--- src/ldcos_pkg.sv ---
// Package for the line data-check and overrun sense logic.
package ldcos_pkg;

    // ----------------------------------------------------------------
    // Sense bit positions and widths
    // ----------------------------------------------------------------
    localparam int unsigned SENSE_W        = 8;
    localparam int unsigned SENSE_DCHK_BIT = 4;
    localparam int unsigned SENSE_OVRN_BIT = 5;
    localparam int unsigned CHAR_W         = 8;
    localparam int unsigned WORD_BYTES     = 4;
    localparam int unsigned WORD_W         = CHAR_W * WORD_BYTES;
    localparam int unsigned FIFO_DEPTH     = 8;
    localparam logic [1:0]  BYTE_LAST      = 2'h3;
    localparam logic [7:0]  SENSE_RESET    = 8'h00;

    // ----------------------------------------------------------------
    // Line types and commands
    // ----------------------------------------------------------------
    typedef enum logic [3:0] {
        LDCOS_LT_SS1  = 4'h1,
        LDCOS_LT_SS2  = 4'h2,
        LDCOS_LT_TG2  = 4'h4,
        LDCOS_LT_TG1  = 4'h8
    } ldcos_line_t;

    typedef enum logic [2:0] {
        LDCOS_CMD_NONE    = 3'h0,
        LDCOS_CMD_WRITE   = 3'h1,
        LDCOS_CMD_READ    = 3'h2,
        LDCOS_CMD_INHIBIT = 3'h3,
        LDCOS_CMD_POLL    = 3'h4,
        LDCOS_CMD_SEARCH  = 3'h5,
        LDCOS_CMD_WRAP    = 3'h6
    } ldcos_cmd_t;

    typedef enum logic [2:0] {
        LDCOS_ST_IDLE = 3'h1,
        LDCOS_ST_SS   = 3'h2,
        LDCOS_ST_BSC  = 3'h4
    } ldcos_state_t;

    // ----------------------------------------------------------------
    // Carriers
    // ----------------------------------------------------------------
    typedef struct packed {
        logic        start;
        ldcos_cmd_t  cmd;
        logic        bsc;
        ldcos_line_t line;
        logic        tg_opt;
        logic        ascii_opt;
        logic        transp;
    } ldcos_cmd_s_t;

    typedef struct packed {
        logic vrc_err;
        logic lrc_err;
        logic crc_err;
        logic echo_err;
        logic brk_rx;
        logic stop_space;
        logic neg_resp;
        logic resp_ok;
        logic resp_done;
        logic bad_ctl_seq;
        logic cmd_end;
    } ldcos_evt_t;

endpackage

--- src/ldcos_fifo.sv ---
// Parameterised valid/ready FIFO.
`timescale 1ns/10ps
`default_nettype none
module ldcos_fifo #(
    parameter int unsigned WIDTH = 32,
    parameter int unsigned DEPTH = 8
) (
    // Clock and reset
    input  wire logic             mclk,
    input  wire logic             reset_n,
    // Fill side
    input  wire logic             in_valid,
    output logic                  in_ready,
    input  wire logic [WIDTH-1:0] in_data,
    // Drain side
    output logic                  out_valid,
    input  wire logic             out_ready,
    output logic [WIDTH-1:0]      out_data,
    // Status
    output logic                  empty
);
    localparam int unsigned AW = $clog2(DEPTH);

    typedef struct packed {
        logic [AW-1:0] wp;
        logic [AW-1:0] rp;
        logic [AW:0]   cnt;
    } ldcos_fifo_st_t;

    ldcos_fifo_st_t   st_r;
    ldcos_fifo_st_t   st_nxt;
    logic [WIDTH-1:0] mem [DEPTH];
    logic             push;
    logic             pop;

    assign in_ready  = (st_r.cnt != (AW+1)'(DEPTH));
    assign out_valid = (st_r.cnt != '0);
    assign empty     = ~out_valid;
    assign out_data  = mem[st_r.rp];
    assign push      = in_valid & in_ready;
    assign pop       = out_valid & out_ready;

    always_comb begin
        st_nxt = st_r;
        if (push) begin
            st_nxt.wp = (st_r.wp == AW'(DEPTH-1)) ? '0 : st_r.wp + 1'b1;
        end
        if (pop) begin
            st_nxt.rp = (st_r.rp == AW'(DEPTH-1)) ? '0 : st_r.rp + 1'b1;
        end
        st_nxt.cnt = st_r.cnt + (AW+1)'(push) - (AW+1)'(pop);
    end

    always_ff @(posedge mclk or negedge reset_n) begin
        if (!reset_n) begin
            st_r <= '0;
        end else begin
            st_r <= st_nxt;
        end
    end

    always_ff @(posedge mclk) begin
        if (push) begin
            mem[st_r.wp] <= in_data;
        end
    end
endmodule
`default_nettype wire

--- src/ldcos_pack.sv ---
// Packs received characters into channel buffer words.
`timescale 1ns/10ps
`default_nettype none
module ldcos_pack
    import ldcos_pkg::*;
(
    // Clock and reset
    input  wire logic              mclk,
    input  wire logic              reset_n,
    // Control
    input  wire logic              clear,
    // Character input
    input  wire logic              char_valid,
    input  wire logic [CHAR_W-1:0] char_data,
    // Word output
    output logic                   word_valid,
    output logic [WORD_W-1:0]      word_data
);
    typedef struct packed {
        logic [1:0]        idx;
        logic [WORD_W-1:0] word;
        logic              vld;
    } ldcos_pack_st_t;

    ldcos_pack_st_t st_r;
    ldcos_pack_st_t st_nxt;

    assign word_valid = st_r.vld;
    assign word_data  = st_r.word;

    // First byte lands in the top lane; a partial word is dropped on clear.
    always_comb begin
        st_nxt     = st_r;
        st_nxt.vld = 1'b0;
        if (clear) begin
            st_nxt.idx = '0;
        end else if (char_valid) begin
            st_nxt.word[WORD_W-1-CHAR_W*st_r.idx -: CHAR_W] = char_data;
            st_nxt.idx = st_r.idx + 2'h1;
            st_nxt.vld = (st_r.idx == BYTE_LAST);
        end
    end

    always_ff @(posedge mclk or negedge reset_n) begin
        if (!reset_n) begin
            st_r <= '0;
        end else begin
            st_r <= st_nxt;
        end
    end
endmodule
`default_nettype wire

--- src/ldcos_sense.sv ---
// Data-check and overrun sense bit logic for one communication line.
`timescale 1ns/10ps
`default_nettype none
module ldcos_sense
    import ldcos_pkg::*;
(
    // Clock and reset
    input  wire logic                mclk,
    input  wire logic                reset_n,
    // Command from the channel
    input  wire ldcos_pkg::ldcos_cmd_s_t cmd_in,
    input  wire logic                sense_rd,
    // Line events
    input  wire ldcos_pkg::ldcos_evt_t   evt_in,
    // Received data from the line
    input  wire logic                char_valid,
    input  wire logic [ldcos_pkg::CHAR_W-1:0] char_data,
    // Channel data service
    output logic                     svc_req,
    input  wire logic                svc_ack,
    output logic [ldcos_pkg::WORD_W-1:0] svc_data,
    output logic [ldcos_pkg::CHAR_W-1:0] svc_char,
    // Sense
    output logic [ldcos_pkg::SENSE_W-1:0] sense
);
    import ldcos_pkg::*;

    typedef struct packed {
        ldcos_state_t     st;
        ldcos_cmd_s_t     cmd;
        logic             dchk;
        logic             ovrn;
        logic             ss_pend;
        logic [CHAR_W-1:0] ss_char;
    } ldcos_st_t;

    ldcos_st_t        st_r;
    ldcos_st_t        st_nxt;
    logic             dchk_set;
    logic             ovrn_set;
    logic             is_ss;
    logic             is_bsc;
    logic             rd_like;
    logic             type1;
    logic             type2;
    logic             wrd_valid;
    logic [WORD_W-1:0] wrd_data;
    logic             fifo_in_ready;
    logic             fifo_valid;
    logic             fifo_empty;
    logic             new_cmd;
    logic             pack_clear;

    assign new_cmd    = cmd_in.start;
    assign pack_clear = new_cmd | (st_r.st != LDCOS_ST_BSC);
    assign is_ss      = (st_r.st == LDCOS_ST_SS);
    assign is_bsc     = (st_r.st == LDCOS_ST_BSC);
    assign type1      = (st_r.cmd.line == LDCOS_LT_SS1);
    assign type2      = (st_r.cmd.line == LDCOS_LT_SS2);
    assign rd_like    = (st_r.cmd.cmd == LDCOS_CMD_READ) | (st_r.cmd.cmd == LDCOS_CMD_INHIBIT);

    // ----------------------------------------------------------------
    // Synchronous word path
    // ----------------------------------------------------------------
    ldcos_pack u_pack (
        .mclk       (mclk),
        .reset_n    (reset_n),
        .clear      (pack_clear),
        .char_valid (char_valid & is_bsc),
        .char_data  (char_data),
        .word_valid (wrd_valid),
        .word_data  (wrd_data)
    );

    // The buffer holds up to 8 words, but a second word arriving before the first is taken means the channel fell behind.
    ldcos_fifo #(
        .WIDTH (WORD_W),
        .DEPTH (FIFO_DEPTH)
    ) u_fifo (
        .mclk      (mclk),
        .reset_n   (reset_n),
        .in_valid  (wrd_valid),
        .in_ready  (fifo_in_ready),
        .in_data   (wrd_data),
        .out_valid (fifo_valid),
        .out_ready (svc_ack & is_bsc),
        .out_data  (svc_data),
        .empty     (fifo_empty)
    );

    assign svc_req  = is_bsc ? !fifo_empty : st_r.ss_pend;
    assign svc_char = st_r.ss_char;

    // ----------------------------------------------------------------
    // Error decode
    // ----------------------------------------------------------------
    always_comb begin
        dchk_set = 1'b0;
        ovrn_set = 1'b0;
        if (is_ss) begin
            unique case (st_r.cmd.cmd)
                LDCOS_CMD_WRITE: begin
                    if (type1 && (evt_in.vrc_err || (st_r.cmd.tg_opt && evt_in.echo_err))) begin
                        dchk_set = 1'b1;
                    end
                    if (type2 && evt_in.vrc_err) begin
                        dchk_set = 1'b1;
                    end
                    if (st_r.cmd.line == LDCOS_LT_TG2 && evt_in.brk_rx) begin
                        dchk_set = 1'b1;
                    end
                    if (st_r.cmd.line == LDCOS_LT_TG1 && evt_in.echo_err) begin
                        dchk_set = 1'b1;
                    end
                end
                LDCOS_CMD_READ, LDCOS_CMD_INHIBIT: begin
                    if (type1 && (evt_in.vrc_err || evt_in.lrc_err || evt_in.neg_resp)) begin
                        dchk_set = 1'b1;
                    end
                    if (type2 && (evt_in.vrc_err || evt_in.neg_resp)) begin
                        dchk_set = 1'b1;
                    end
                    if (st_r.cmd.line != LDCOS_LT_TG1 && evt_in.stop_space) begin
                        dchk_set = 1'b1;
                    end
                end
                LDCOS_CMD_SEARCH: begin
                    if (st_r.cmd.line == LDCOS_LT_TG1 && evt_in.stop_space) begin
                        dchk_set = 1'b1;
                    end
                end
                LDCOS_CMD_POLL: begin
                    if ((type1 || type2) && (evt_in.vrc_err || evt_in.stop_space)) begin
                        dchk_set = 1'b1;
                    end
                    if (type1 && st_r.cmd.tg_opt && evt_in.echo_err) begin
                        dchk_set = 1'b1;
                    end
                    if (evt_in.resp_done && !evt_in.resp_ok) begin
                        dchk_set = 1'b1;
                    end
                end
                LDCOS_CMD_WRAP: begin
                    if ((type1 || type2) && evt_in.vrc_err) begin
                        dchk_set = 1'b1;
                    end
                end
                default: begin
                end
            endcase
            // A character arriving while the previous one waits replaces it; the waiting one is lost.
            if (st_r.cmd.cmd == LDCOS_CMD_READ && char_valid && st_r.ss_pend && !svc_ack) begin
                ovrn_set = 1'b1;
            end
            if (st_r.cmd.cmd == LDCOS_CMD_INHIBIT && evt_in.cmd_end && st_r.ss_pend) begin
                ovrn_set = 1'b1;
            end
        end else if (is_bsc) begin
            if (st_r.cmd.cmd == LDCOS_CMD_READ) begin
                if (evt_in.crc_err || evt_in.lrc_err) begin
                    dchk_set = 1'b1;
                end
                if (st_r.cmd.transp && evt_in.bad_ctl_seq) begin
                    dchk_set = 1'b1;
                end
            end
            if (rd_like_bsc(st_r.cmd.cmd) && st_r.cmd.ascii_opt && evt_in.vrc_err) begin
                dchk_set = 1'b1;
            end
            // Second word fills while the first still waits for the channel.
            if (rd_like_bsc(st_r.cmd.cmd) && wrd_valid && fifo_valid && !svc_ack) begin
                ovrn_set = 1'b1;
            end
        end
    end

    function automatic logic rd_like_bsc(input ldcos_cmd_t c);
        rd_like_bsc = (c == LDCOS_CMD_READ) || (c == LDCOS_CMD_SEARCH);
    endfunction

    // ----------------------------------------------------------------
    // State update
    // ----------------------------------------------------------------
    always_comb begin
        st_nxt = st_r;
        // The channel may still take the last character after command end.
        if (svc_ack && !is_bsc) begin
            st_nxt.ss_pend = 1'b0;
        end
        if (is_ss && rd_like && char_valid) begin
            st_nxt.ss_pend = 1'b1;
            st_nxt.ss_char = char_data;
        end
        // Clearing happens first so an error in the same cycle as a sense read still lands.
        if (sense_rd || new_cmd) begin
            st_nxt.dchk = 1'b0;
            st_nxt.ovrn = 1'b0;
        end
        if (new_cmd) begin
            st_nxt.cmd     = cmd_in;
            st_nxt.ss_pend = 1'b0;
            if (cmd_in.cmd == LDCOS_CMD_NONE) begin
                st_nxt.st = LDCOS_ST_IDLE;
            end else if (cmd_in.bsc) begin
                st_nxt.st = LDCOS_ST_BSC;
            end else begin
                st_nxt.st = LDCOS_ST_SS;
            end
        end else begin
            if (dchk_set) begin
                st_nxt.dchk = 1'b1;
            end
            if (ovrn_set) begin
                st_nxt.ovrn = 1'b1;
            end
            if (is_ss && evt_in.cmd_end) begin
                st_nxt.st = LDCOS_ST_IDLE;
            end
        end
    end

    always_ff @(posedge mclk or negedge reset_n) begin
        if (!reset_n) begin
            st_r <= '{st: LDCOS_ST_IDLE, cmd: '0, dchk: 1'b0, ovrn: 1'b0,
                      ss_pend: 1'b0, ss_char: '0};
        end else begin
            st_r <= st_nxt;
        end
    end

    always_comb begin
        sense                 = SENSE_RESET;
        sense[SENSE_DCHK_BIT] = st_r.dchk;
        sense[SENSE_OVRN_BIT] = st_r.ovrn;
    end
endmodule
`default_nettype wire

--- config.mk ---
export PLATFORM = sky130hd
export DESIGN_NAME = ldcos_sense
export DESIGN_NICKNAME = d
export VERILOG_FILES = /design/src/ldcos_pkg.sv /design/src/ldcos_fifo.sv /design/src/ldcos_pack.sv /design/src/ldcos_sense.sv
export SDC_FILE = /design/constraint.sdc
export NUM_CORES = 1
export LEC_CHECK = 0
export BUFFER_PORTS_ARGS = -buffer_cell sky130_fd_sc_hd__buf_2
export CAP_MARGIN = 30
export CELL_PAD_IN_SITES_DETAIL_PLACEMENT = 1
export CELL_PAD_IN_SITES_GLOBAL_PLACEMENT = 1
export CORE_MARGIN = 2
export CORE_UTILIZATION = 35
export DETAILED_ROUTE_END_ITERATION = 12
export GPL_TIMING_DRIVEN = 0
export PLACE_DENSITY = 0.64
export SYNTH_ARGS = -nofsm -noshare
export SYNTH_HDL_FRONTEND = slang
export SYNTH_SLANG_ARGS = --single-unit
--- constraint.sdc ---
create_clock -name mclk -period 11.5 [get_ports mclk]
set_clock_uncertainty 0.1 [all_clocks]
set_input_delay 1.725 -clock mclk [delete_from_list [all_inputs] [get_ports mclk]]
set_output_delay 1.725 -clock mclk [all_outputs]
set_load 0.05 [all_outputs]
==> flow_summary.toml, run 1 <==
[detailed_routing]
drc = 0
dr_total_vias = 6852
antenna_left = 0
dr.pass1.iters = 5
avgViaCountPerCell = 5.07
drt-total-wl_mm = 30.4
wl_per_cell_um = 22.5
drt_iter0_markers = 482

[critical_path]
critPathKind = "reg -> out"
crit_top_cell = "buf_2"
arrival_ps = 2780
critical_path.endpoint_type = "primary output"
startpoint_type = "register"
path_cells = "buf_2 > clkbuf_1 > mux4_2 > mux2_2 > buf_2"
critPathMaxStageDelay_ps = 680
cp_max_fo = 10
cp_slowest_cell = "clkbuf_1"
worst-endpoint-required_ps = 9680

[power_and_ir_drop]
max-vdd-ir-drop_mv = 0.128
power_per_cell_area_nw_per_um2 = 197
p_leak_nw = 5.40
p_total_w = 0.00306

[sta]
slew_headroom_pct = 34.1
worstMarginPinSlew_ps = 988
max_freq_mhz = 217
period_share_pct = 40.0
final.setup.tns_ps = 0
layout_setup_ws_ps = 6900
setup_viol = 0
final_max_slew_viol_count = 0
hold_viol = 0
rsz0062_at_grt = "false"
min_period_ps = 4600

[cells_and_area]
final_cell_mix = "edfxtp_1 (256), buf_2 (80), nand2_1 (74)"
post-route-util_pct = 42.3
nets = 908
multi_input_area_um2 = 3380
seq_area_um2 = 9420
area_delta_synth_final_pct = 18.6
antenna_cells = 0
layout-drive-gt1-share_pct = 35.3
layout_commonest_cell = "edfxtp_1"
fillerInstances = 3569

[yosys]
synth_flop_cell = "edfxtp_1"
ys_warn_count = 0
synth_simple_gate_area_share_pct = 4.99
ys_ff_latch = 325
synth_xor_xnor_area_share_pct = 0.268
synth_cell_types = 52
synth_top_family_by_area = "multiplexers"
synthArstFlopShare_pct = 21.2
synth-edff-count = 256
ys_seq_area_share_pct = 72.0
synthAdderAreaFrac_pct = 1.49
syn_avg_cell_area_um2 = 18.1
muxShareOfSynthArea_pct = 15.5
syn_inst = 722
synth_compound_area_share_pct = 3.00
netlist_area_um2 = 13100

[floorplanning]
die_y_um = 197
start_util_pct = 35.6
io_pins = 85
dieArea_um2 = 38900
fp.dieW_um = 197
rows = 70
design.core.area_um2 = 36700

[clocking]
cts_tree = "done"
path_clk_slew_ps = 60
cts_setup_buffers = 0
clk_path_buf_depth = 3
cts_sinks = 325
cts_inserted_buffers = 36
clock_latency_ps = 520
cts-root-buf = "clkbuf_16"
post_cts_resized = 0
h-tree-depth = 2
ctsHoldBuffers = 0

[global_route]
grt_pass1_vias = 7483
grt-ovfl-total = 0
grt_max_degree = 65
grt_pass1_wl_mm = 46.3
antenna_found_initial = 0
grt_use_total_pct = 16.1

[place]
preCtsSetupSlack_ps = 7370
place_congestion = 0.712
io_buffers = 77
dp_hpwl_mm = 19.3

[min_path]
hp-class = "reg -> reg"

[outcome]
outcome = "finished, final reports clean"

[job]
drv_cap = 0
-- worst paths after layout --
check                               start              to  slack [ps]  cells after the start
setup reg to reg                 st_r[24]  u_fifo.st_r[2]        8760                     10
hold reg to reg               svc_char[6]     svc_char[6]         410                      1
min in group asynchronous         reset_n        st_r[13]         930                      1
hold / removal                svc_char[6]     svc_char[6]         410                      1
setup / recovery           u_fifo.st_r[5]    svc_data[29]        6900                      5
max in group asynchronous         reset_n        st_r[23]        9810                      2
-- worst max-delay path: cells and delay by family (launching register included) --
family	cells	cell delay, ps
mux	2	720
buf+inv	3	1180
flops	1	370
-- layout make-up --
type	count	share of cell area, %
inverters	20	0.484
plain buffers	44	1.82
repair buffers	92	4.13
well taps	468	3.77
flip-flops and latches	325	60.7
multi-input cells	338	21.8
clock inverters	17	0.774
clock buffers	48	6.55
-- kinds of logic after synthesis --
group,Yosys count
other,1
adder cells (fa/ha/maj),15
multiplexers,116
buffers and inverters,64
XOR/XNOR,4
flip-flops,325
AO/OA/AOI/OAI,62
AND/OR/NAND/NOR,135
-- stage by stage --
| stage | instance area (um^2) | cells | hold slack, ps |
|---|---|---|---|
| 4_1_cts | 15500 | 1352 | 413 |
| 3_5_place_dp | 14400 | 1287 | 399 |
| 3_3_place_gp | 14100 | 1272 | 394 |
| 6_report | 15500 | 1352 | 411 |
| 2_1_floorplan | 13100 | 727 | 381 |
| 5_1_grt | 15500 | 1352 | 439 |
-- flip-flops by register name, indices dropped and copies added (netlist names), named ones only --
signal	flops
u_fifo.mem	256
st_r	14
u_fifo.st_r	10
svc_char	8
sense	2
u_pack.st_r	2
u_pack.word_valid	1
-- Yosys cell counts, types with 2 or more instances --
cell type	n	share of area (%)
o21ai_2	7	0.47
clkbuf_1	10	0.29
a21oi_1	7	0.27
nand3_1	10	0.38
edfxtp_1	256	59
o21ai_1	25	0.96
o31ai_1	2	0.11
nand2_1	74	2.1
inv_1	20	0.57
nand2_4	4	0.34
xnor2_1	3	0.20
mux4_2	64	11
nand3b_1	2	0.11
a32oi_1	2	0.13
nor4b_1	2	0.13
mux2i_1	2	0.15
dfrtp_1	68	13
mux2_2	50	4.3
ha_1	14	1.3
nor2_1	19	0.55
buf_1	5	0.14
or3b_2	2	0.13
a21o_1	3	0.17
o21ai_0	5	0.19
nor3_1	4	0.15
nand2b_1	7	0.33
and3_1	2	0.096
nand4_1	3	0.14
buf_4	20	1.1
buf_6	5	0.43
buf_2	4	0.15
-- where the power goes --
part           switching (W)  total [W]  internal, W
clock               0.000456    0.00110     0.000644
sequential         0.0000397    0.00135      0.00131
combinational       0.000370   0.000602     0.000232
total               0.000866    0.00306      0.00219
-- layer usage --
metal / up-vias / GRT usage [%] / share of wire [%] / wire length (um)
li1: 3057 / - / - / -
met1: 3592 / 21.8 / 44 / 13500
met2: 154 / 27.2 / 49 / 15000
met3: 49 / 2.49 / 4.1 / 1260
met4: 0 / 4.51 / 2.2 / 657
met5: - / 0 / 0 / 0
No activity file was read; power rests on OpenSTA's default activity.
==> run 2, diff against run 1 <==
--- a/config.mk
+++ b/config.mk
@@ -5,6 +5,7 @@
 export SDC_FILE = /design/constraint.sdc
 export NUM_CORES = 1
 export LEC_CHECK = 0
+export ABC_AREA = 1
 export BUFFER_PORTS_ARGS = -buffer_cell sky130_fd_sc_hd__buf_2
 export CAP_MARGIN = 30
 export CELL_PAD_IN_SITES_DETAIL_PLACEMENT = 1
@@ -13,7 +14,7 @@
 export CORE_UTILIZATION = 35
 export DETAILED_ROUTE_END_ITERATION = 12
 export GPL_TIMING_DRIVEN = 0
-export PLACE_DENSITY = 0.64
+export PLACE_DENSITY = 0.69
 export SYNTH_ARGS = -nofsm -noshare
 export SYNTH_HDL_FRONTEND = slang
 export SYNTH_SLANG_ARGS = --single-unit
==> constraint.sdc (replaced) <==
create_clock -name mclk -period 4.2 [get_ports mclk]
set_clock_uncertainty 0.1 [all_clocks]
set_input_delay 0.63 -clock mclk [delete_from_list [all_inputs] [get_ports mclk]]
set_output_delay 0.63 -clock mclk [all_outputs]
set_load 0.05 [all_outputs]
==> flow_summary.toml, run 2 <==
[critical_path]
cp_slowest_cell = "buf_1"
worst_r2r_endpoint = "u_fifo.mem[3][7]"
critPathKind = "reg -> out"
cp.depth = 6
r2r_start = "u_fifo.st_r[2]"
startpoint_type = "register"
cp_top_family = "buffers and inverters"
arrival_ps = 2860
critPathMaxStageDelay_ps = 610
cp_max_fo = 10
cp_num_buf_inv = 4
r2r_slack_ps = 1530
path_cells = "inv_1 > clkbuf_1 > buf_1 > nor2_1 > a31oi_1 > buf_2"
worstRegToRegCells = 8
worst-endpoint-required_ps = 3470
critical_path.endpoint_type = "primary output"

[yosys]
synth_top_area_share_pct = 57.5
ys_ff_latch = 325
syn_avg_cell_area_um2 = 11.9
synthMostInstantiatedCell = "edfxtp_1"
synth_cell_types = 39
synthTopCellsByCount = "edfxtp_1 (256), nor2_1 (246), o21ai_0 (155)"
synth.area.top_cells = "edfxtp_1 (58%), dfrtp_1 (13%), nor2_1 (6.9%), o21ai_0 (5.8%), nand2_1 (2.4%)"
netlist_area_um2 = 13400
synth_flop_cell = "edfxtp_1"
synthArstFlopShare_pct = 21.2
synth-edff-count = 256
ys_seq_area_share_pct = 70.5
ys_warn_count = 0
syn_inst = 1126
yosysTopAreaCell = "edfxtp_1"

[job]
drv_cap = 0

[outcome]
outcome = "finished, final reports clean"

[detailed_routing]
dr_total_vias = 9259
antenna_left = 0
avgViaCountPerCell = 5.16
wl_per_cell_um = 21.0
drc = 0
drt-total-wl_mm = 37.7
drt_iter0_markers = 560
dr.pass1.iters = 5

[cells_and_area]
largest_reg_flops = 256
final_cell_mix = "edfxtp_1 (256), nor2_1 (238), o21ai_0 (155)"
layout-drive-gt1-share_pct = 15.9
multi_input_area_um2 = 3450
stdcell_area_um2 = 15900
seq_area_um2 = 9420
antenna_cells = 0
top_regs = "u_fifo.mem x256, st_r x14, u_fifo.st_r x10"
area_delta_synth_final_pct = 19.1
regMostFlops = "u_fifo.mem"
layout_commonest_cell = "edfxtp_1"
fillerInstances = 4109
nets = 1309

[floorplanning]
fp.dieW_um = 199
design.core.area_um2 = 37700
die_y_um = 199
rows = 71
start_util_pct = 35.5
dieArea_um2 = 39800
io_pins = 85

[sta]
max_freq_mhz = 278
period_share_pct = 85.6
setup_viol = 0
rsz0062_at_grt = "false"
hold_viol = 0
worstMarginPinSlew_ps = 797
layout_setup_ws_ps = 605
min_period_ps = 3590
slew_headroom_pct = 46.9
final_max_slew_viol_count = 0

[place]
preCtsSetupSlack_ps = 1090
place_congestion = 0.785
place_area_um2 = 14700
io_buffers = 78
dp_hpwl_mm = 25.3

[global_route]
antenna_found_initial = 0
grt-ovfl-total = 0
grt_pass1_vias = 10010
grt_max_degree = 67
grt_pass1_wl_mm = 58.4
grt_use_total_pct = 19.5

[clocking]
cts_sinks = 325
clk_path_buf_depth = 3
cts-root-buf = "clkbuf_16"
ctsHoldBuffers = 1
path_clk_slew_ps = 60
cts_setup_buffers = 0
post_cts_resized = 0
clock_latency_ps = 520
cts_inserted_buffers = 37
h-tree-depth = 2
cts_tree = "done"

[min_path]
hp-start = "cmd_in[7]"
hold_end = "st_r[24]"
whs_path_depth = 2
hp-class = "in -> reg"

[power_and_ir_drop]
p_leak_nw = 5.88
power_per_cell_area_nw_per_um2 = 647
max-vdd-ir-drop_mv = 0.281
## run 2: routing by layer
| metal | track usage [%] | part of all wire [%] | wire length (um) |
|---|---|---|---|
| met5 | 0 | 0 | 0 |
| met4 | 7.00 | 3.0 | 1140 |
| met3 | 3.85 | 5.7 | 2160 |
| met2 | 33.3 | 48 | 18300 |
| met1 | 24.7 | 43 | 16100 |
## run 2: worst max-delay path by stage
stage                   startpoint           endpoint  slack [ps]
floorplan           u_fifo.st_r[2]   u_fifo.mem[1][0]        1220
global placement    u_fifo.st_r[2]  u_fifo.mem[1][10]        -320
detailed placement  u_fifo.st_r[6]       svc_data[22]        1090
CTS                 u_fifo.st_r[6]       svc_data[22]         520
global route        u_fifo.st_r[6]       svc_data[22]         400
finish              u_fifo.st_r[6]       svc_data[24]         610
## run 2: metrics by stage
stage                     hold slack [ps]  cells  util (%)  setup TNS, ps  total power [W]
after floorplan                       234   1131         -              0          0.00607
after global placement                356   1720      38.3         -30080          0.00712
after detailed placement              342   1729      39.1              0          0.00720
after CTS                             211   1796      42.3              0           0.0104
after global routing                  221   1796      42.3              0           0.0108
final                                 223   1796      42.3              0           0.0103
## run 2: power by group
group          switching, W  internal (W)
logic               0.00256      0.000841
clock network       0.00129       0.00189
registers          0.000113       0.00360
## run 2: layout make-up
cell class                      count  area share, %
Buffer                             77           2.58
Clock buffer                       50           6.65
Clock inverter                     16          0.857
Inverter                           45           1.06
Multi-Input combinational cell    684           21.7
Sequential cell                   325           59.1
Tap cell                          511           4.02
Timing Repair Buffer               88           4.04
## run 2: cell families after synthesis
kind of cell / count (synthesis) / share of synthesized area, %
multiplexers: 9 / 0.749
flip-flops: 325 / 70.5
AND/OR/NAND/NOR: 399 / 12.6
AO/OA/AOI/OAI: 253 / 10.3
buffers and inverters: 122 / 4.34
XOR/XNOR: 2 / 0.131
other: 1 / 0.0281
adder cells (fa/ha/maj): 15 / 1.46
==> run 3, diff against run 2 <==
==> constraint.sdc (replaced) <==
create_clock -name mclk -period 4.2 [get_ports mclk]
set_clock_uncertainty 0.1 [all_clocks]
set_input_delay 0.84 -clock mclk [delete_from_list [all_inputs] [get_ports mclk]]
set_output_delay 0.84 -clock mclk [all_outputs]
set_load 0.05 [all_outputs]
==> flow_summary.toml, run 3 (same netlist as run 2, synthesis figures left out) <==
[outcome]
outcome = "finished, final reports clean"

[global_route]
grt_max_degree = 67
grt_use_total_pct = 19.5
antenna_found_initial = 0
grt_pass1_vias = 9995
grt-ovfl-total = 0
grt_pass1_wl_mm = 58.3

[cells_and_area]
stdcell_count = 1795
antenna_cells = 0
layout-drive-gt1-share_pct = 15.9
nets = 1308
area_delta_synth_final_pct = 19.1
largest_reg_flops = 256
layout_commonest_cell = "edfxtp_1"
regMostFlops = "u_fifo.mem"
final_cell_mix = "edfxtp_1 (256), nor2_1 (238), o21ai_0 (155)"
top_regs = "u_fifo.mem x256, st_r x14, u_fifo.st_r x10"
fillerInstances = 4108
post-route-util_pct = 42.2

[floorplanning]
die_y_um = 199
start_util_pct = 35.5
dieArea_um2 = 39800
rows = 71
design.core.area_um2 = 37700
fp.dieW_um = 199
io_pins = 85

[clocking]
cts_setup_buffers = 0
path_clk_slew_ps = 60
clk_path_buf_depth = 3
cts_inserted_buffers = 37
ctsHoldBuffers = 0
cts-root-buf = "clkbuf_16"
post_cts_resized = 0
clock_latency_ps = 520
cts_tree = "done"
h-tree-depth = 2
cts_sinks = 325

[min_path]
hp-class = "in -> async"

[critical_path]
worst-endpoint-required_ps = 3260
crit_top_cell = "buf_2"
cp_slowest_cell = "clkbuf_1"
path_cells = "buf_2 > clkbuf_1 > o21ai_0 > o22ai_1 > nor2_1 > a31oi_1 > buf_2"
critical_path.endpoint_type = "primary output"
critPathKind = "reg -> out"
startpoint_type = "register"
arrival_ps = 2850
cp_max_fo = 10
critPathMaxStageDelay_ps = 540

[power_and_ir_drop]
max-vdd-ir-drop_mv = 0.280
power_per_cell_area_nw_per_um2 = 647
p_leak_nw = 5.87
p_total_w = 0.0103

[place]
preCtsSetupSlack_ps = 879
dp_hpwl_mm = 25.3
io_buffers = 78
dp_cells = 1729
place_congestion = 0.785

[sta]
slew_headroom_pct = 45.9
setup_viol = 0
max_freq_mhz = 264
final_max_slew_viol_count = 0
min_period_ps = 3790
layout_setup_ws_ps = 406
worstMarginPinSlew_ps = 811
final.setup.tns_ps = 0
rsz0062_at_grt = "false"
hold_viol = 0
period_share_pct = 90.3

[job]
drv_cap = 0

[detailed_routing]
drc = 0
wl_per_cell_um = 21.0
dr_total_vias = 9230
drt_iter0_markers = 518
antenna_left = 0
avgViaCountPerCell = 5.14
dr.pass1.iters = 5
drt-total-wl_mm = 37.7
-- run 3: layout make-up --
cell class              count  area [um^2]  share of cell area, %
plain buffers              77          410                   2.58
clock buffers              50         1060                   6.65
clock inverters            16          136                  0.857
inverters                  45          169                   1.06
multi-input cells         684         3450                   21.7
flip-flops and latches    325         9420                   59.2
well taps                 511          639                   4.02
repair buffers             87          633                   3.98
-- run 3: metal layers --
metal | track usage [%] | routed length (um)
met5 | 0 | 0
met2 | 33.2 | 18200
met4 | 7.00 | 1150
met3 | 3.85 | 2030
met1 | 24.7 | 16300
-- run 3: through the flow --
step | instance area, um^2 | hold WS, ps
finish | 15900 | 30.1
global route | 15900 | 4.29
CTS | 15900 | 6.02
detailed placement | 14700 | 366
global placement | 14400 | 356
floorplan | 13400 | 342
-- run 3: power by group --
part | switching, W | internal, W | total (W) | leakage, nW
Combinational | 0.00256 | 0.000840 | 0.00340 | 2.18
Sequential | 0.000112 | 0.00360 | 0.00371 | 3.11
Clock | 0.00129 | 0.00189 | 0.00319 | 0.590
Total | 0.00396 | 0.00633 | 0.0103 | 5.87
-- run 3: critical path, delay by kind of cell, from the launching register on --
| kind | cells | cell delay [ps] |
|---|---|---|
| buffers and inverters | 3 | 1160 |
| AO/OA/AOI/OAI | 3 | 740 |
| flip-flops | 1 | 360 |
| AND/OR/NAND/NOR | 1 | 60 |
-- run 3: final timing paths --
kind,start,end,slack (ps),cells past startpoint
worst max-delay path,u_fifo.st_r[5],svc_data[24],410,7
max in group asynchronous,reset_n,st_r[23],3430,2
worst max register to register,u_fifo.st_r[2],u_fifo.mem[3][7],1530,8
worst min register to register,st_r[13],st_r[13],380,2
worst min-delay path,reset_n,st_r[17],30,1
min in group mclk,st_r[13],st_r[13],380,2
